==> src/include/line_cond_pkg.sv <==
// Behaviour
// - The general-purpose pin is either input or output, set by one direction bit.
// - Writing the input value to the direction bit makes the pin an input.
// - Pin (input only), CC1, CC2 or CC3 selectable as either trigger source.
// - Every valid conditioned rising edge on the acquisition source gives one acquisition event.
// - Every valid conditioned rising edge on the frame source gives one frame event.
// - Each of the four lines has its own glitch filter.
// - A level passes only after staying stable for the configured filter time.
// - Valid levels reach internal logic delayed by the filter time.
// - Filter time is set in microseconds, 0 up to about 1 s.
// - Pin filter time unit conflict resolved: microseconds used for all lines.
// - Each line has its own independently written filter-time register.
// - Each line has its own polarity setting, invert or pass.
// - Polarity bit 1 inverts, 0 passes unchanged.
// - The spare Camera Link bit is usable as an extra output line.
package line_cond_pkg;
    localparam int NUM_LINES = 4;
    localparam int TIME_W = 20;
    localparam int CLK_MHZ = 50;
    localparam int PRESCALE_W = 6;
    localparam logic [PRESCALE_W-1:0] US_CYCLES = 6'(CLK_MHZ - 1);
    localparam logic [TIME_W-1:0] FILTER_MAX_US = 20'hf4240;
    localparam logic [TIME_W-1:0] FILTER_RST = 20'h00000;
    localparam logic [11:0] OFS_CTRL = 12'h000;
    localparam logic [11:0] OFS_STATUS = 12'h004;
    localparam logic [11:0] OFS_TIME0 = 12'h010;
    localparam logic [11:0] OFS_TIME1 = 12'h014;
    localparam logic [11:0] OFS_TIME2 = 12'h018;
    localparam logic [11:0] OFS_TIME3 = 12'h01c;
    localparam int CTRL_INV_LSB = 0;
    localparam int CTRL_DIR_BIT = 4;
    localparam int CTRL_ACQ_LSB = 8;
    localparam int CTRL_FRM_LSB = 12;
    localparam int CTRL_SPARE_BIT = 16;
    localparam int CTRL_PINOUT_BIT = 17;
    localparam logic DIR_INPUT = 1'b0;
    localparam logic DIR_OUTPUT = 1'b1;

    // Trigger source codes: bit 2 enables, bits 1:0 pick the line
    typedef enum logic [2:0]
    {
        SRC_OFF = 3'h0,
        SRC_PIN = 3'h4,
        SRC_CC1 = 3'h5,
        SRC_CC2 = 3'h6,
        SRC_CC3 = 3'h7
    } src_sel_t;

    typedef struct packed
    {
        logic psel;
        logic penable;
        logic pwrite;
        logic [11:0] paddr;
        logic [31:0] pwdata;
    } apb_req_t;

    typedef struct packed
    {
        logic pready;
        logic pslverr;
        logic [31:0] prdata;
    } apb_rsp_t;
endpackage : line_cond_pkg

==> src/glitch_filter.sv <==
`timescale 1ns/100ps
module glitch_filter
(
    input wire logic clk_in,
    input wire logic rst_b_in,
    input wire logic line_in,
    input wire logic us_tick_in,
    input wire logic [line_cond_pkg::TIME_W-1:0] time_us_in,
    output logic level_out
);
    import line_cond_pkg::*;

    typedef struct packed
    {
        logic [1:0] sync;
        logic cand;
        logic [TIME_W-1:0] count;
        logic level;
    } filt_state_t;

    filt_state_t st;
    filt_state_t next_st;

    always_comb
    begin
        next_st = st;
        next_st.sync = {st.sync[0], line_in};
        if (st.sync[1] != st.cand)
        begin
            // Restart on change
            next_st.cand = st.sync[1];
            next_st.count = '0;
            if (time_us_in == '0)
            begin
                next_st.level = st.sync[1];
            end
        end
        else if (st.count > time_us_in)
        begin
            // The first tick after a restart can come at once, so wait one tick more
            next_st.level = st.cand;
        end
        else if (us_tick_in)
        begin
            next_st.count = st.count + 1'b1;
        end
        if (!rst_b_in)
        begin
            next_st = '0;
        end
    end

    always_ff @(posedge clk_in)
    begin
        st <= next_st;
    end

    assign level_out = st.level;

    a_short_pulse: assert property (@(posedge clk_in) disable iff (!rst_b_in)
        (st.cand != st.level && st.count <= time_us_in && time_us_in != '0)
        |=> $stable(st.level))
        else $error("Filter output moved before stable time");
    a_restart_count: assert property (@(posedge clk_in) disable iff (!rst_b_in)
        (st.sync[1] != st.cand) |=> (st.count == '0))
        else $error("Filter count did not restart on change");
endmodule : glitch_filter

==> src/line_conditioning.sv <==
`timescale 1ns/100ps
module line_conditioning
(
    input wire logic MCLK_IN,
    input wire logic RST_B_IN,
    input wire line_cond_pkg::apb_req_t APB_REQ_IN,
    output line_cond_pkg::apb_rsp_t APB_RSP_OUT,
    input wire logic GENERAL_PURPOSE_PIN_IN,
    output logic GENERAL_PURPOSE_PIN_OUT,
    output logic GENERAL_PURPOSE_PIN_OE_OUT,
    input wire logic [2:0] CC_IN,
    input wire logic PIN_SOURCE_IN,
    output logic CL_SPARE_OUT,
    output logic ACQ_START_TRIG_OUT,
    output logic FRAME_START_TRIG_OUT,
    output logic [3:0] LINE_LEVEL_OUT
);
    import line_cond_pkg::*;

    typedef struct packed
    {
        logic [NUM_LINES-1:0] invert;
        logic dir;
        logic [2:0] acq_src;
        logic [2:0] frm_src;
        logic spare;
        logic pin_user;
        logic [NUM_LINES-1:0][TIME_W-1:0] time_us;
        logic [PRESCALE_W-1:0] prescale;
        logic us_tick;
        logic [NUM_LINES-1:0] cond_prev;
        logic acq_trig;
        logic frm_trig;
        logic pin_out;
        logic pin_oe;
        logic spare_out;
        logic [NUM_LINES-1:0] level;
        logic pready;
        logic pslverr;
        logic [31:0] prdata;
    } top_state_t;

    top_state_t st;
    top_state_t next_st;
    logic [NUM_LINES-1:0] raw;
    logic [NUM_LINES-1:0] filt;
    logic [NUM_LINES-1:0] cond;
    logic [NUM_LINES-1:0] valid;
    logic [NUM_LINES-1:0] rise;
    logic setup_ph;
    logic access_ph;

    // Line 0 is the general-purpose pin, lines 1..3 are CC1..CC3
    assign raw = {CC_IN, GENERAL_PURPOSE_PIN_IN};
    assign setup_ph = APB_REQ_IN.psel && !APB_REQ_IN.penable;
    assign access_ph = APB_REQ_IN.psel && APB_REQ_IN.penable && st.pready;

    genvar gi;
    generate
        for (gi = 0; gi < NUM_LINES; gi++)
        begin : g_line
            glitch_filter u_filter
            (
                .clk_in(MCLK_IN),
                .rst_b_in(RST_B_IN),
                .line_in(raw[gi]),
                .us_tick_in(st.us_tick),
                .time_us_in(st.time_us[gi]),
                .level_out(filt[gi])
            );
            assign cond[gi] = filt[gi] ^ st.invert[gi];
        end
    endgenerate

    // Pin counts only while it is an input
    assign valid = {3'b111, st.dir == DIR_INPUT};
    assign rise = cond & ~st.cond_prev & valid;

    function automatic logic pick(input logic [2:0] src, input logic [NUM_LINES-1:0] ev);
        pick = src[2] ? ev[src[1:0]] : 1'b0;
    endfunction : pick

    function automatic logic [TIME_W-1:0] clamp(input logic [31:0] v);
        clamp = (v[31:TIME_W] != '0 || v[TIME_W-1:0] > FILTER_MAX_US) ?
            FILTER_MAX_US : v[TIME_W-1:0];
    endfunction : clamp

    always_comb
    begin
        next_st = st;
        next_st.pready = 1'b0;
        next_st.pslverr = 1'b0;
        // Microsecond tick for the filter counters
        if (st.prescale == US_CYCLES)
        begin
            next_st.prescale = '0;
            next_st.us_tick = 1'b1;
        end
        else
        begin
            next_st.prescale = st.prescale + 1'b1;
            next_st.us_tick = 1'b0;
        end
        next_st.cond_prev = cond;
        next_st.acq_trig = pick(st.acq_src, rise);
        next_st.frm_trig = pick(st.frm_src, rise);
        next_st.level = cond & valid;
        next_st.pin_oe = (st.dir == DIR_OUTPUT);
        next_st.pin_out = (st.dir == DIR_OUTPUT) ? (PIN_SOURCE_IN | st.pin_user) : 1'b0;
        next_st.spare_out = st.spare;
        if (setup_ph)
        begin
            next_st.pready = 1'b1;
            next_st.prdata = '0;
            if (APB_REQ_IN.pwrite)
            begin
                unique case (APB_REQ_IN.paddr)
                    OFS_CTRL, OFS_STATUS, OFS_TIME0, OFS_TIME1, OFS_TIME2, OFS_TIME3:
                    begin
                    end
                    default:
                    begin
                        next_st.pslverr = 1'b1;
                    end
                endcase
            end
            else
            begin
                case (APB_REQ_IN.paddr)
                    OFS_CTRL:
                    begin
                        next_st.prdata[CTRL_INV_LSB +: NUM_LINES] = st.invert;
                        next_st.prdata[CTRL_DIR_BIT] = st.dir;
                        next_st.prdata[CTRL_ACQ_LSB +: 3] = st.acq_src;
                        next_st.prdata[CTRL_FRM_LSB +: 3] = st.frm_src;
                        next_st.prdata[CTRL_SPARE_BIT] = st.spare;
                        next_st.prdata[CTRL_PINOUT_BIT] = st.pin_user;
                    end
                    OFS_STATUS:
                    begin
                        next_st.prdata[NUM_LINES-1:0] = st.level;
                    end
                    OFS_TIME0:
                    begin
                        next_st.prdata[TIME_W-1:0] = st.time_us[0];
                    end
                    OFS_TIME1:
                    begin
                        next_st.prdata[TIME_W-1:0] = st.time_us[1];
                    end
                    OFS_TIME2:
                    begin
                        next_st.prdata[TIME_W-1:0] = st.time_us[2];
                    end
                    OFS_TIME3:
                    begin
                        next_st.prdata[TIME_W-1:0] = st.time_us[3];
                    end
                    default:
                    begin
                        next_st.pslverr = 1'b1;
                    end
                endcase
            end
        end
        if (access_ph && APB_REQ_IN.pwrite)
        begin
            case (APB_REQ_IN.paddr)
                OFS_CTRL:
                begin
                    next_st.invert = APB_REQ_IN.pwdata[CTRL_INV_LSB +: NUM_LINES];
                    next_st.dir = APB_REQ_IN.pwdata[CTRL_DIR_BIT];
                    next_st.acq_src = APB_REQ_IN.pwdata[CTRL_ACQ_LSB +: 3];
                    next_st.frm_src = APB_REQ_IN.pwdata[CTRL_FRM_LSB +: 3];
                    next_st.spare = APB_REQ_IN.pwdata[CTRL_SPARE_BIT];
                    next_st.pin_user = APB_REQ_IN.pwdata[CTRL_PINOUT_BIT];
                end
                OFS_TIME0:
                begin
                    next_st.time_us[0] = clamp(APB_REQ_IN.pwdata);
                end
                OFS_TIME1:
                begin
                    next_st.time_us[1] = clamp(APB_REQ_IN.pwdata);
                end
                OFS_TIME2:
                begin
                    next_st.time_us[2] = clamp(APB_REQ_IN.pwdata);
                end
                OFS_TIME3:
                begin
                    next_st.time_us[3] = clamp(APB_REQ_IN.pwdata);
                end
                default:
                begin
                end
            endcase
        end
        if (!RST_B_IN)
        begin
            next_st = '0;
            next_st.dir = DIR_INPUT;
            next_st.time_us = {NUM_LINES{FILTER_RST}};
        end
    end

    always_ff @(posedge MCLK_IN)
    begin
        st <= next_st;
    end

    always_comb
    begin
        APB_RSP_OUT.pready = st.pready;
        APB_RSP_OUT.pslverr = st.pslverr;
        APB_RSP_OUT.prdata = st.prdata;
    end
    assign GENERAL_PURPOSE_PIN_OUT = st.pin_out;
    assign GENERAL_PURPOSE_PIN_OE_OUT = st.pin_oe;
    assign CL_SPARE_OUT = st.spare_out;
    assign ACQ_START_TRIG_OUT = st.acq_trig;
    assign FRAME_START_TRIG_OUT = st.frm_trig;
    assign LINE_LEVEL_OUT = st.level;

    a_dir_exclusive: assert property (@(posedge MCLK_IN) disable iff (!RST_B_IN)
        (st.dir == DIR_INPUT) |=> !GENERAL_PURPOSE_PIN_OE_OUT)
        else $error("Pin driven while set as input");
    a_dir_write: assert property (@(posedge MCLK_IN) disable iff (!RST_B_IN)
        (access_ph && APB_REQ_IN.pwrite && APB_REQ_IN.paddr == OFS_CTRL
        && APB_REQ_IN.pwdata[CTRL_DIR_BIT] == DIR_INPUT) |=> ##1 !st.pin_oe)
        else $error("Input direction write not honoured");
    a_pin_output_blocked: assert property (@(posedge MCLK_IN) disable iff (!RST_B_IN)
        (st.dir == DIR_OUTPUT && st.acq_src == SRC_PIN) |=> !ACQ_START_TRIG_OUT)
        else $error("Output pin used as trigger source");
    a_acq_event: assert property (@(posedge MCLK_IN) disable iff (!RST_B_IN)
        (st.acq_src[2] && rise[st.acq_src[1:0]]) |=> ACQ_START_TRIG_OUT)
        else $error("Acquisition event lost");
    a_frm_event: assert property (@(posedge MCLK_IN) disable iff (!RST_B_IN)
        (st.frm_src[2] && rise[st.frm_src[1:0]]) |=> FRAME_START_TRIG_OUT)
        else $error("Frame event lost");
    a_trig_pulse: assert property (@(posedge MCLK_IN) disable iff (!RST_B_IN)
        ACQ_START_TRIG_OUT |=> !ACQ_START_TRIG_OUT)
        else $error("Trigger longer than one cycle");
    a_time_range: assert property (@(posedge MCLK_IN) disable iff (!RST_B_IN)
        st.time_us[0] <= FILTER_MAX_US && st.time_us[3] <= FILTER_MAX_US)
        else $error("Filter time out of range");
    a_invert_level: assert property (@(posedge MCLK_IN) disable iff (!RST_B_IN)
        valid[1] |=> (LINE_LEVEL_OUT[1] == ($past(filt[1]) ^ $past(st.invert[1]))))
        else $error("Polarity not applied");
    a_tick_period: assert property (@(posedge MCLK_IN) disable iff (!RST_B_IN)
        st.us_tick |=> !st.us_tick [*2])
        else $error("Microsecond tick too frequent");
    a_apb_one_cycle: assert property (@(posedge MCLK_IN) disable iff (!RST_B_IN)
        setup_ph |=> APB_RSP_OUT.pready)
        else $error("APB answer late");

    c_acq: cover property (@(posedge MCLK_IN) disable iff (!RST_B_IN) ACQ_START_TRIG_OUT);
    c_frm: cover property (@(posedge MCLK_IN) disable iff (!RST_B_IN) FRAME_START_TRIG_OUT);
    c_pin_out: cover property (@(posedge MCLK_IN) disable iff (!RST_B_IN)
        GENERAL_PURPOSE_PIN_OE_OUT);
    c_inverted: cover property (@(posedge MCLK_IN) disable iff (!RST_B_IN)
        st.invert[0] && LINE_LEVEL_OUT[0]);
endmodule : line_conditioning

==> config.mk <==
export PLATFORM = sky130hd
export DESIGN_NAME = line_conditioning
export DESIGN_NICKNAME = d
export VERILOG_FILES = /design/src/include/line_cond_pkg.sv /design/src/glitch_filter.sv /design/src/line_conditioning.sv
export SDC_FILE = /design/constraint.sdc
export NUM_CORES = 1
export LEC_CHECK = 0
export BUFFER_PORTS_ARGS = -buffer_cell sky130_fd_sc_hd__buf_4
export CAP_MARGIN = 20
export CORE_MARGIN = 2
export CORE_UTILIZATION = 55
export CTS_BUF_LIST = sky130_fd_sc_hd__clkbuf_8
export CTS_CLUSTER_SIZE = 25
export DETAILED_ROUTE_END_ITERATION = 8
export GPL_ROUTABILITY_DRIVEN = 0
export GPL_TIMING_DRIVEN = 0
export PLACE_DENSITY = 0.74
export SLEW_MARGIN = 20
export SYNTH_ARGS = -nofsm -noshare
export SYNTH_HDL_FRONTEND = slang
export SYNTH_HIERARCHICAL = 1
export SYNTH_SLANG_ARGS = --single-unit
==> constraint.sdc <==
create_clock -name MCLK_IN -period 3.8 [get_ports MCLK_IN]
set_clock_uncertainty 0.05 [all_clocks]
set_input_delay 0.38 -clock MCLK_IN [delete_from_list [all_inputs] [get_ports MCLK_IN]]
set_output_delay 0.38 -clock MCLK_IN [all_outputs]
set_load 0.01 [all_outputs]
# Word level (Yosys, flattened, before mapping)
# Index checks and enable logic that the tools add are counted.
# word_totals
memories	0
ramBits	0
wordCells	148
latch_bits	0
rom_bits	0
input_bits	54
regBits	231
# classes
div_mod_pow	0
n_reduce_logical	39
addsub	5
mul	0
n_bitwise	15
mux	30
eq_ne	14
shifts	0
n_lt_le_gt_ge	7
# ops
op	count
20-bit by 1-bit adder with 20-bit output, second input constant	4
20-bit > comparator	4
20-bit logical NOT	4
12-bit by 5-bit equality test with 1-bit output, second input constant	4
20-bit two-way mux	2
34-bit two-way mux	1
2-bit AND reduction	17
3-bit case mux with 5 select lines	2
4-bit case mux with 6 select lines	1
20-bit > comparator, second input constant	1
1-bit two-way mux	16
4-bit AND	3
12-bit by 3-bit equality test with 1-bit output, second input constant	1
12-bit logical NOT	1
3-bit case mux with 4 select lines	1
12-bit nonzero test	1
2-bit case mux with 5 select lines	1
2-bit OR reduction	5
2-bit != test, second input constant	4
1-bit case mux with 4 select lines	2
2-bit case mux with 4 select lines	1
2-bit nonzero test	4
6-bit by 1-bit adder with 6-bit output, second input constant	1
6-bit equality test, second input constant	1
other kinds (12)	28

# Depth between registers and ports, before layout
# Gate-level depths: netlist of run 1.
# logic_depth
word_depth	5
ltp_mapped	10

# Hierarchy
# The synthesis of run 1 kept the hierarchy.
# by_module_without_submodules
mod	area_each_um2	n_inst	cells_each
line_conditioning	6020.8	1	643
glitch_filter (g_line[0].u_filter ...)	1715.4	3	203
glitch_filter (g_line[2].u_filter)	1751.7	1	219

# Worst setup path after synthesis of run 1
# Ideal clock, no wire load.
# synth_path
path_type	register -> register
start	reg st[91] (netlist name)
end	reg g_line[1].u_filter/st[17] (netlist name)
path_buffers	0
synth_period_minus_slack_ns	2.487
stages_incl_launch_ff	10
required_time_ns	3.691
setup_slack_ns	1.313
arrival_ns	2.377
cell_sequence	dfxtp_1 inv_1 ha_1 a21o_1 a21o_1 a222oi_1 nor4b_4 o2111ai_4 or4_1 nand2_1
# synth_rtl
element	line_no	rtl
end signal: assignment	glitch_filter.sv:55	st <= next_st;
end: declaration	glitch_filter.sv:21	filt_state_t st;

==> results.txt, run 1 <==
Kind of critical path = reg -> reg
Residual DRC count = 0
Multiplexer share of the synthesized area = 4.639%
Worst-case vdd ir drop = 0.3672 mV
Final setup TNS = 0 ns
Endpoint required time on the critical path = 4.23 ns
First-pass GRT wire length = 57770 um
Final critical-path required period = 2.868 ns
Number of filler cells placed in the layout = 2029
Layout overhead on the synthesized area = 14.35%
Worst stage delay on the critical path = 0.44 ns
Share of synthesized registers carrying an async set or reset = 0%
Data arrival time of the critical path = 3.30 ns
Maximum count of clock buffers along a single path = 3
Slew margin rel. = 41.42%
CTS H-tree depth = 2
Met3 wire len = 3014 um
Antenna violations before repair = 0
Ranking of synthesized cells by area = dfxtp_1, ha_1, nand2_1, a21oi_1, nand3_1
Number of warning messages in the yosys log = 6
Area of the mapped netlist = 12920 um2
Share of synthesized cell area in full adder, half adder and majority cells = 9.104%
DRC violation total after the first TritonRoute iteration = 1098
Hold slack final = 0.04552 ns
Synthesized instance count = 1471
Period utilisation layout = 75.48%
Max Slew Vio Count = 0
Status = complete, no violations
Most instantiated cells after synthesis = dfxtp_1, nand2_1, nor2_1, inv_1, ha_1
Placeable core region = 23260 um2
Later-pin clock latency in the skew report = 0.57 ns
Detailed-route wire length = 36960 um
Critical Path Start Type = flop
Post-detail-place hpwl = 28010 um
Count of boundary I/O pins = 97
Critical Path End Type = flop
Average cell area after synthesis = 8.782 um2
Buffer type at the clock tree root = clkbuf_8
Cell breakdown of the critical path = inv_1, ha_1, nand4_1, nor4_2, nand2_1, or2_0, o31a_2, buf_2, nor4_2, mux2i_1
Detailed-routed wire length on met2 = 17220 um
Initial Utilization = 55.53%
Number of endpoints with negative hold slack in the final report = 0
Ant. Diodes = 0
Peak Freq = 348.6 MHz
Cell leakage power = 5.800 nW
Share of post-route cells with drive strength above 1 = 17.36%
Vias per cell = 6.048
Complex-gate fraction of the synthesized area = 17.66%
Number of nets with antenna violations after routing = 0
Class of the most critical hold timing path = in -> reg
Maximum number of pins on one net before global-route repair = 31
Number of iterations in the first detailed-routing pass = 8
Number of distinct library cells after synthesis = 72
Fraction of the yosys area taken by sequential cells = 35.33%
Most frequent cell on the critical path = nor4_2
Global-route usage over all layers = 29.62%
Highest net fanout along the worst path = 10
Row count = 56
Placed standard-cell area = 13970 um2
Die height = 157.3 um
Register cell area after layout = 4566 um2
RSZ-0062 raised after global routing = no
Post-CTS resize count = 0
Number of buffers added by the clock tree synthesis step = 40
Total global routing overflow = 0
CTS Sinks = 228
Total design power = 4.859 mW
Final critical-path setup slack = 0.9318 ns
Input/output buffers = 82
Combinational family with the most area after synthesis = simple AND/OR/NAND/NOR gates
Top routing layer in use = met4
Synth top area share = 35.33%
Power density normalized to cell area = 328.9 nW/um2
Synth Register Bits = 228
TritonCTS clock tree = yes
Worst-margin pin slew = 0.8715 ns
Simple logic cell fraction of the synthesized area = 23.24%
Number of flops mapped to enable cells by yosys = 0
Number of global-route vias before repair = 10890
Clock-pin slew reported for the worst setup and hold paths after clock tree synthesis = 0.06 ns
Placement-stage worst setup slack = 0.9486 ns
Post-Synth XOR/XNOR Area = 2.373%
Vias = 11820
Horizontal die dimension = 157.3 um
Cell accounting for the most synthesized area = dfxtp_1
Routed met1 length = 15520 um
Non-Filler Cell Area, Final = 14770 um2
Number of nets in the finished design = 1759
DIE AREA = 24730 um2
Average routed wire per standard cell = 18.90 um
Max-capacitance violation count = 0
Footprint of the multi-input gates = 7411 um2
Most frequent cell after synthesis = dfxtp_1
# setup viols final = 0
Most instantiated flip-flop cell in the synthesis netlist = dfxtp_1
Critical Path Slowest Stage Cell = dfxtp_1
[stage by stage]
| step | utilization [%] | cells |
|---|---|---|
| 6_report | 63.51 | 1955 |
| 5_1_grt | 63.51 | 1955 |
| 4_1_cts | 63.50 | 1955 |
| 3_5_place_dp | 60.07 | 1883 |
| 3_3_place_gp | 60.07 | 1883 |
| 2_1_floorplan | - | 1482 |
[final cells by class]
class                   count  area share, %
flip-flops and latches    228          30.91
clock inverters            19         0.5844
well taps                 319          2.702
inverters                  96          2.439
multi-input cells        1052          50.17
clock buffers              48          4.472
plain buffers             106          4.226
repair buffers             87          4.506
[cells by family after synthesis]
kind of cell / after synthesis
compound gates: 335
xor+xnor: 35
fa+ha+maj: 94
buf+inv: 202
flops: 228
mux: 47
other cells: 1
simple gates: 529
[state kept, by name, summed over array words and instances (netlist names), 4 cells and up]
name	flops
APB_RSP_OUT	22
g_line.u_filter/st	92
st	104
g_line.u_filter/level_out	4
[what timing repair did]
item,CTS,global route
setup buffers,0,0
hold buffers,5,0
setup endpoints to repair,0,0
hold endpoints to repair,5,0
[worst max-delay path: cells and delay by family, from the launching register on]
family	cells	cell delay [ns]
and+or+nand+nor	5	1.25
buffers and inverters	2	0.31
DFF	1	0.44
muxes	1	0.26
adders and majority gates	1	0.32
AOI/OAI and AO/OA	1	0.17
[routing by layer]
| metal | track usage, % | vias up |
|---|---|---|
| met4 | 9.913 | 0 |
| li1 | - | 5638 |
| met5 | 0 | - |
| met3 | 6.608 | 99 |
| met2 | 48.47 | 455 |
| met1 | 38.71 | 5632 |
[power by group]
| part | switching, mW | internal (mW) |
|---|---|---|
| Sequential | 0.0123 | 2.41 |
| Clock | 1.03 | 1.14 |
| Combinational | 0.161 | 0.107 |
[layout by cell type (no fill, tap or decap), types with 10 or more instances in the layout]
cell type    n
xor2_1      28
nand3_1     79
or3_1       10
nor3_1      23
mux2i_1     25
nand2_1    110
a211oi_1    25
inv_1      108
a21o_1      11
nor2_1      99
and3_1      27
o21ai_1     50
nand2b_1    14
nor2b_1     12
conb_1      12
or4_1       20
o21ai_0     37
a31oi_1     11
a21oi_1     79
ha_1        94
clkbuf_8    48
buf_4      121
buf_2       22
mux2_2      13
clkbuf_1    31
o211ai_1    18
o21ai_2     16
nand4_1     37
nor4_1      34
and2_1      19
dfxtp_1    227
nand4_4     10
[worst paths after layout]
check,to,cells after the start,start,slack [ns]
setup reg to reg,g_line[2].u_filter/st[19]$_SDFFE_PP0P_,10,st[109]$_SDFFE_PN0P_,0.93
hold / removal,st[134]$_SDFFE_PN0P_,3,APB_REQ_IN[17],0.05
hold reg to reg,g_line[1].u_filter/st[23]$_SDFF_PN0_,1,g_line[1].u_filter/st[22]$_SDFF_PN0_,0.38
setup / recovery,g_line[2].u_filter/st[19]$_SDFFE_PP0P_,10,st[109]$_SDFFE_PN0P_,0.93
Power figures use the tool's default switching activity.
==> inputs of run 2 (changes only) <==
--- a/config.mk
+++ b/config.mk
@@ -5,6 +5,7 @@
 export SDC_FILE = /design/constraint.sdc
 export NUM_CORES = 1
 export LEC_CHECK = 0
+export ABC_AREA = 1
 export BUFFER_PORTS_ARGS = -buffer_cell sky130_fd_sc_hd__buf_4
 export CAP_MARGIN = 20
 export CORE_MARGIN = 2
@@ -14,7 +15,7 @@
 export DETAILED_ROUTE_END_ITERATION = 8
 export GPL_ROUTABILITY_DRIVEN = 0
 export GPL_TIMING_DRIVEN = 0
-export PLACE_DENSITY = 0.74
+export PLACE_DENSITY = 0.73
 export SLEW_MARGIN = 20
 export SYNTH_ARGS = -nofsm -noshare
 export SYNTH_HDL_FRONTEND = slang
==> constraint.sdc (replaced) <==
create_clock -name MCLK_IN -period 2.9 [get_ports MCLK_IN]
set_clock_uncertainty 0.05 [all_clocks]
set_input_delay 0.29 -clock MCLK_IN [delete_from_list [all_inputs] [get_ports MCLK_IN]]
set_output_delay 0.29 -clock MCLK_IN [all_outputs]
set_load 0.01 [all_outputs]
==> run 2 against run 1 <==
  * Sequential cell count unchanged
  * Core utilization is 0.30 points lower
  * Critical path depth grew 1
  * Worst setup slack lost 0.11 ns
  * Non-clock buffer count grew 21
  * First-iteration DRC count rose by 38%
  * Routed wire length rose by 16%
  * Synthesized area grew 15%
  * Sequential power up 32%
  * Critical path type unchanged
  * Critical endpoint is now g_line[3].u_filter/st[9]$_SDFFE_PP0P_
==> results.txt, run 2 <==
Placement-stage worst setup slack = 0.5559 ns (-0.3927 ns)
DRC violation total after the first TritonRoute iteration = 1514 (+38%)
Capture instance of the worst register-to-register path = g_line[3].u_filter/st[9]$_SDFFE_PP0P_
Number of distinct library cells after synthesis = 38 (-47%)
Worst-case vdd ir drop = 0.3450 mV (-6.0%)
Synth Register Bits = 228 (unchanged)
Number of nets in the finished design = 2427 (+38%)
Number of buffers added by the clock tree synthesis step = 40 (unchanged)
Power density normalized to cell area = 387.3 nW/um2 (+18%)
Post-CTS resize count = 0 (unchanged)
Number of nets with antenna violations after routing = 0 (unchanged)
Post-detail-place hpwl = 32810 um (+17%)
Vias per cell = 5.481 (-9.4%)
Final Util = 63.21% (-0.30 points)
Max-capacitance violation count = 0 (unchanged)
Die height = 168.7 um (+7.3%)
Period utilisation layout = 71.56% (-3.9 points)
Critical path launch point = st[129]$_SDFFE_PN0P_
DIE AREA = 28460 um2 (+15%)
Most instantiated flip-flop cell in the synthesis netlist = dfxtp_1
Buffers inserted during post-CTS setup optimization = 0 (unchanged)
Antenna violations before repair = 0 (unchanged)
CTS H-tree depth = 2 (unchanged)
Synth top area share = 30.59% (-4.7 points)
Max Slew Vio Count = 0 (unchanged)
Kind of critical path = reg -> reg
Number of global-route vias before repair = 13720 (+26%)
Final setup TNS = 0 ns (unchanged)
Flop2flop setup slack = 0.82 ns (-0.11 ns)
Buffer type at the clock tree root = clkbuf_8
Max FFs per register = 104 (unchanged)
Synthesized instance count = 2128 (+45%)
Share of synthesized registers carrying an async set or reset = 0% (unchanged)
Layout overhead on the synthesized area = 13.54%
Start of the worst register-to-register path = st[129]$_SDFFE_PN0P_
TritonCTS clock tree = yes
Non-Filler Cell Area, Final = 16940 um2 (+15%)
Data arrival time of the critical path = 2.50 ns (-0.80 ns)
Average routed wire per standard cell = 16.17 um (-14%)
Clock-pin slew reported for the worst setup and hold paths after clock tree synthesis = 0.06 ns (about the same)
Critical Path End Type = flop
Average cell area after synthesis = 7.011 um2 (-20%)
Critical Path Start Type = flop
Critical path destination = g_line[3].u_filter/st[9]$_SDFFE_PP0P_
Cell leakage power = 7.261 nW (+25%)
Later-pin clock latency in the skew report = 0.56 ns (about the same)
Fraction of the yosys area taken by sequential cells = 30.59% (-4.7 points)
Row count = 60 (+7.1%)
Count of hold buffers inserted by post-cts repair = 13 (+8)
Final critical-path required period = 2.075 ns (-0.7930 ns)
Final critical-path setup slack = 0.8248 ns (-0.1070 ns)
Vias = 14500 (+23%)
Peak Freq = 481.9 MHz (+38%)
Input/output buffers = 84 (+2.4%)
Register containing the most flip-flops in the final layout = st
Number of iterations in the first detailed-routing pass = 8 (unchanged)
Placed standard-cell area = 16050 um2 (+15%)
Hold slack final = 0.02272 ns (-0.02281 ns)
Cell accounting for the most synthesized area = dfxtp_1
Area of the mapped netlist = 14920 um2 (+15%)
CTS Sinks = 228 (unchanged)
Status = complete, no violations
Number of warning messages in the yosys log = 6 (unchanged)
Horizontal die dimension = 168.7 um (+7.3%)
Ant. Diodes = 0 (unchanged)
Length in cells of the worst reg-to-reg path = 11 (+1)
Residual DRC count = 0 (unchanged)
Most frequent cell after synthesis = nand2_1
Count of boundary I/O pins = 97 (unchanged)
Post-route insts no fill = 2645 (+35%)
Most instantiated cells after synthesis = nand2_1, inv_1, dfxtp_1, nand3_1, a21oi_1
# setup viols final = 0 (unchanged)
Global-route usage over all layers = 29.82% (+0.20 points)
Most common cell after layout, fill and taps aside = nand2_1
Highest net fanout along the worst path = 10 (unchanged)
Endpoint required time on the critical path = 3.32 ns (-0.91 ns)
Placeable core region = 26800 um2 (+15%)
Maximum number of pins on one net before global-route repair = 22 (-29%)
Total global routing overflow = 0 (unchanged)
Class of the most critical hold timing path = in -> reg
RSZ-0062 raised after global routing = no
Post-placement cell count = 2565 (+36%)
Ranking of synthesized cells by area = dfxtp_1, nand2_1, ha_1, inv_1, nand3_1
Maximum count of clock buffers along a single path = 3 (unchanged)
Slew margin rel. = 50.84% (+9.4 points)
Share of post-route cells with drive strength above 1 = 17.66% (+0.31 points)
Leading cell types in the layout, fill and taps excluded = nand2_1, inv_1, dfxtp_1, nand3_1, a21oi_1
Initial Utilization = 55.67% (+0.13 points)
Detailed-route wire length = 42780 um (+16%)
Total design power = 6.562 mW (+35%)
Number of flops mapped to enable cells by yosys = 0 (unchanged)
Number of endpoints with negative hold slack in the final report = 0 (unchanged)
First-pass GRT wire length = 68910 um (+19%)
Worst-margin pin slew = 0.7374 ns (-0.1341 ns)
==> run 2: per-layer routing <==
layer | wire length (um) | up-vias | track usage [%]
met1 | 18020 | 6642 | 37.95
met2 | 19550 | 560 | 49.71
met3 | 3630 | 121 | 6.102
met4 | 1574 | 0 | 11.51
li1 | - | 7174 | -
met5 | 0 | - | 0
==> run 2: cell type report <==
cell class	instances	area [um2]
Timing Repair Buffer	98	788.3
Tap cell	341	426.7
Clock inverter	17	75.07
Buffer	116	785.8
Sequential cell	228	4566
Multi-Input combinational cell	1484	8443
Inverter	311	1167
Fill cell	2480	9861
Clock buffer	50	688.2
==> run 2: worst min path at each step <==
| stage | from | to | slack, ns | cells past startpoint |
|---|---|---|---|---|
| after floorplan | RST_B_IN | g_line[0].u_filter/st[22]$_SDFF_PN0_ | 0.33 | 2 |
| after global placement | g_line[0].u_filter/st[22]$_SDFF_PN0_ | g_line[0].u_filter/st[23]$_SDFF_PN0_ | 0.35 | 2 |
| after detailed placement | g_line[0].u_filter/st[22]$_SDFF_PN0_ | g_line[0].u_filter/st[23]$_SDFF_PN0_ | 0.37 | 2 |
| after CTS | APB_REQ_IN[8] | st[139]$_SDFFE_PN0P_ | 0.006 | 3 |
| after global routing | APB_REQ_IN[46] | APB_RSP_OUT[33]$_SDFF_PN0_ | 0.04 | 3 |
| final | APB_REQ_IN[8] | st[139]$_SDFFE_PN0P_ | 0.02 | 3 |
==> run 2: cell families after synthesis <==
logic type	after synthesis	share of synthesized area [%]
XOR/XNOR	66	3.875
other	1	0.02514
buffers and inverters	427	13.09
adder cells (fa/ha/maj)	94	7.883
AO/OA/AOI/OAI	339	12.82
AND/OR/NAND/NOR	973	31.71
flip-flops	228	30.59
==> run 2: power breakdown <==
| part | switching, mW | internal (mW) | total, mW |
|---|---|---|---|
| combinational | 0.285 | 0.171 | 0.456 |
| sequential | 0.0348 | 3.17 | 3.20 |
| clock | 1.36 | 1.54 | 2.90 |
==> run 2: critical path: stages, from the launching register on <==
cell and delay (ns):
dfxtp_1 0.42, inv_1 0.11, ha_1 0.31, nand2_1 0.07, nor2_1 0.13, nand2_2 0.10
nor2_4 0.12, nand4_2 0.12, nand2_4 0.14, buf_4 0.18, nand3_1 0.10, a21oi_2 0.15
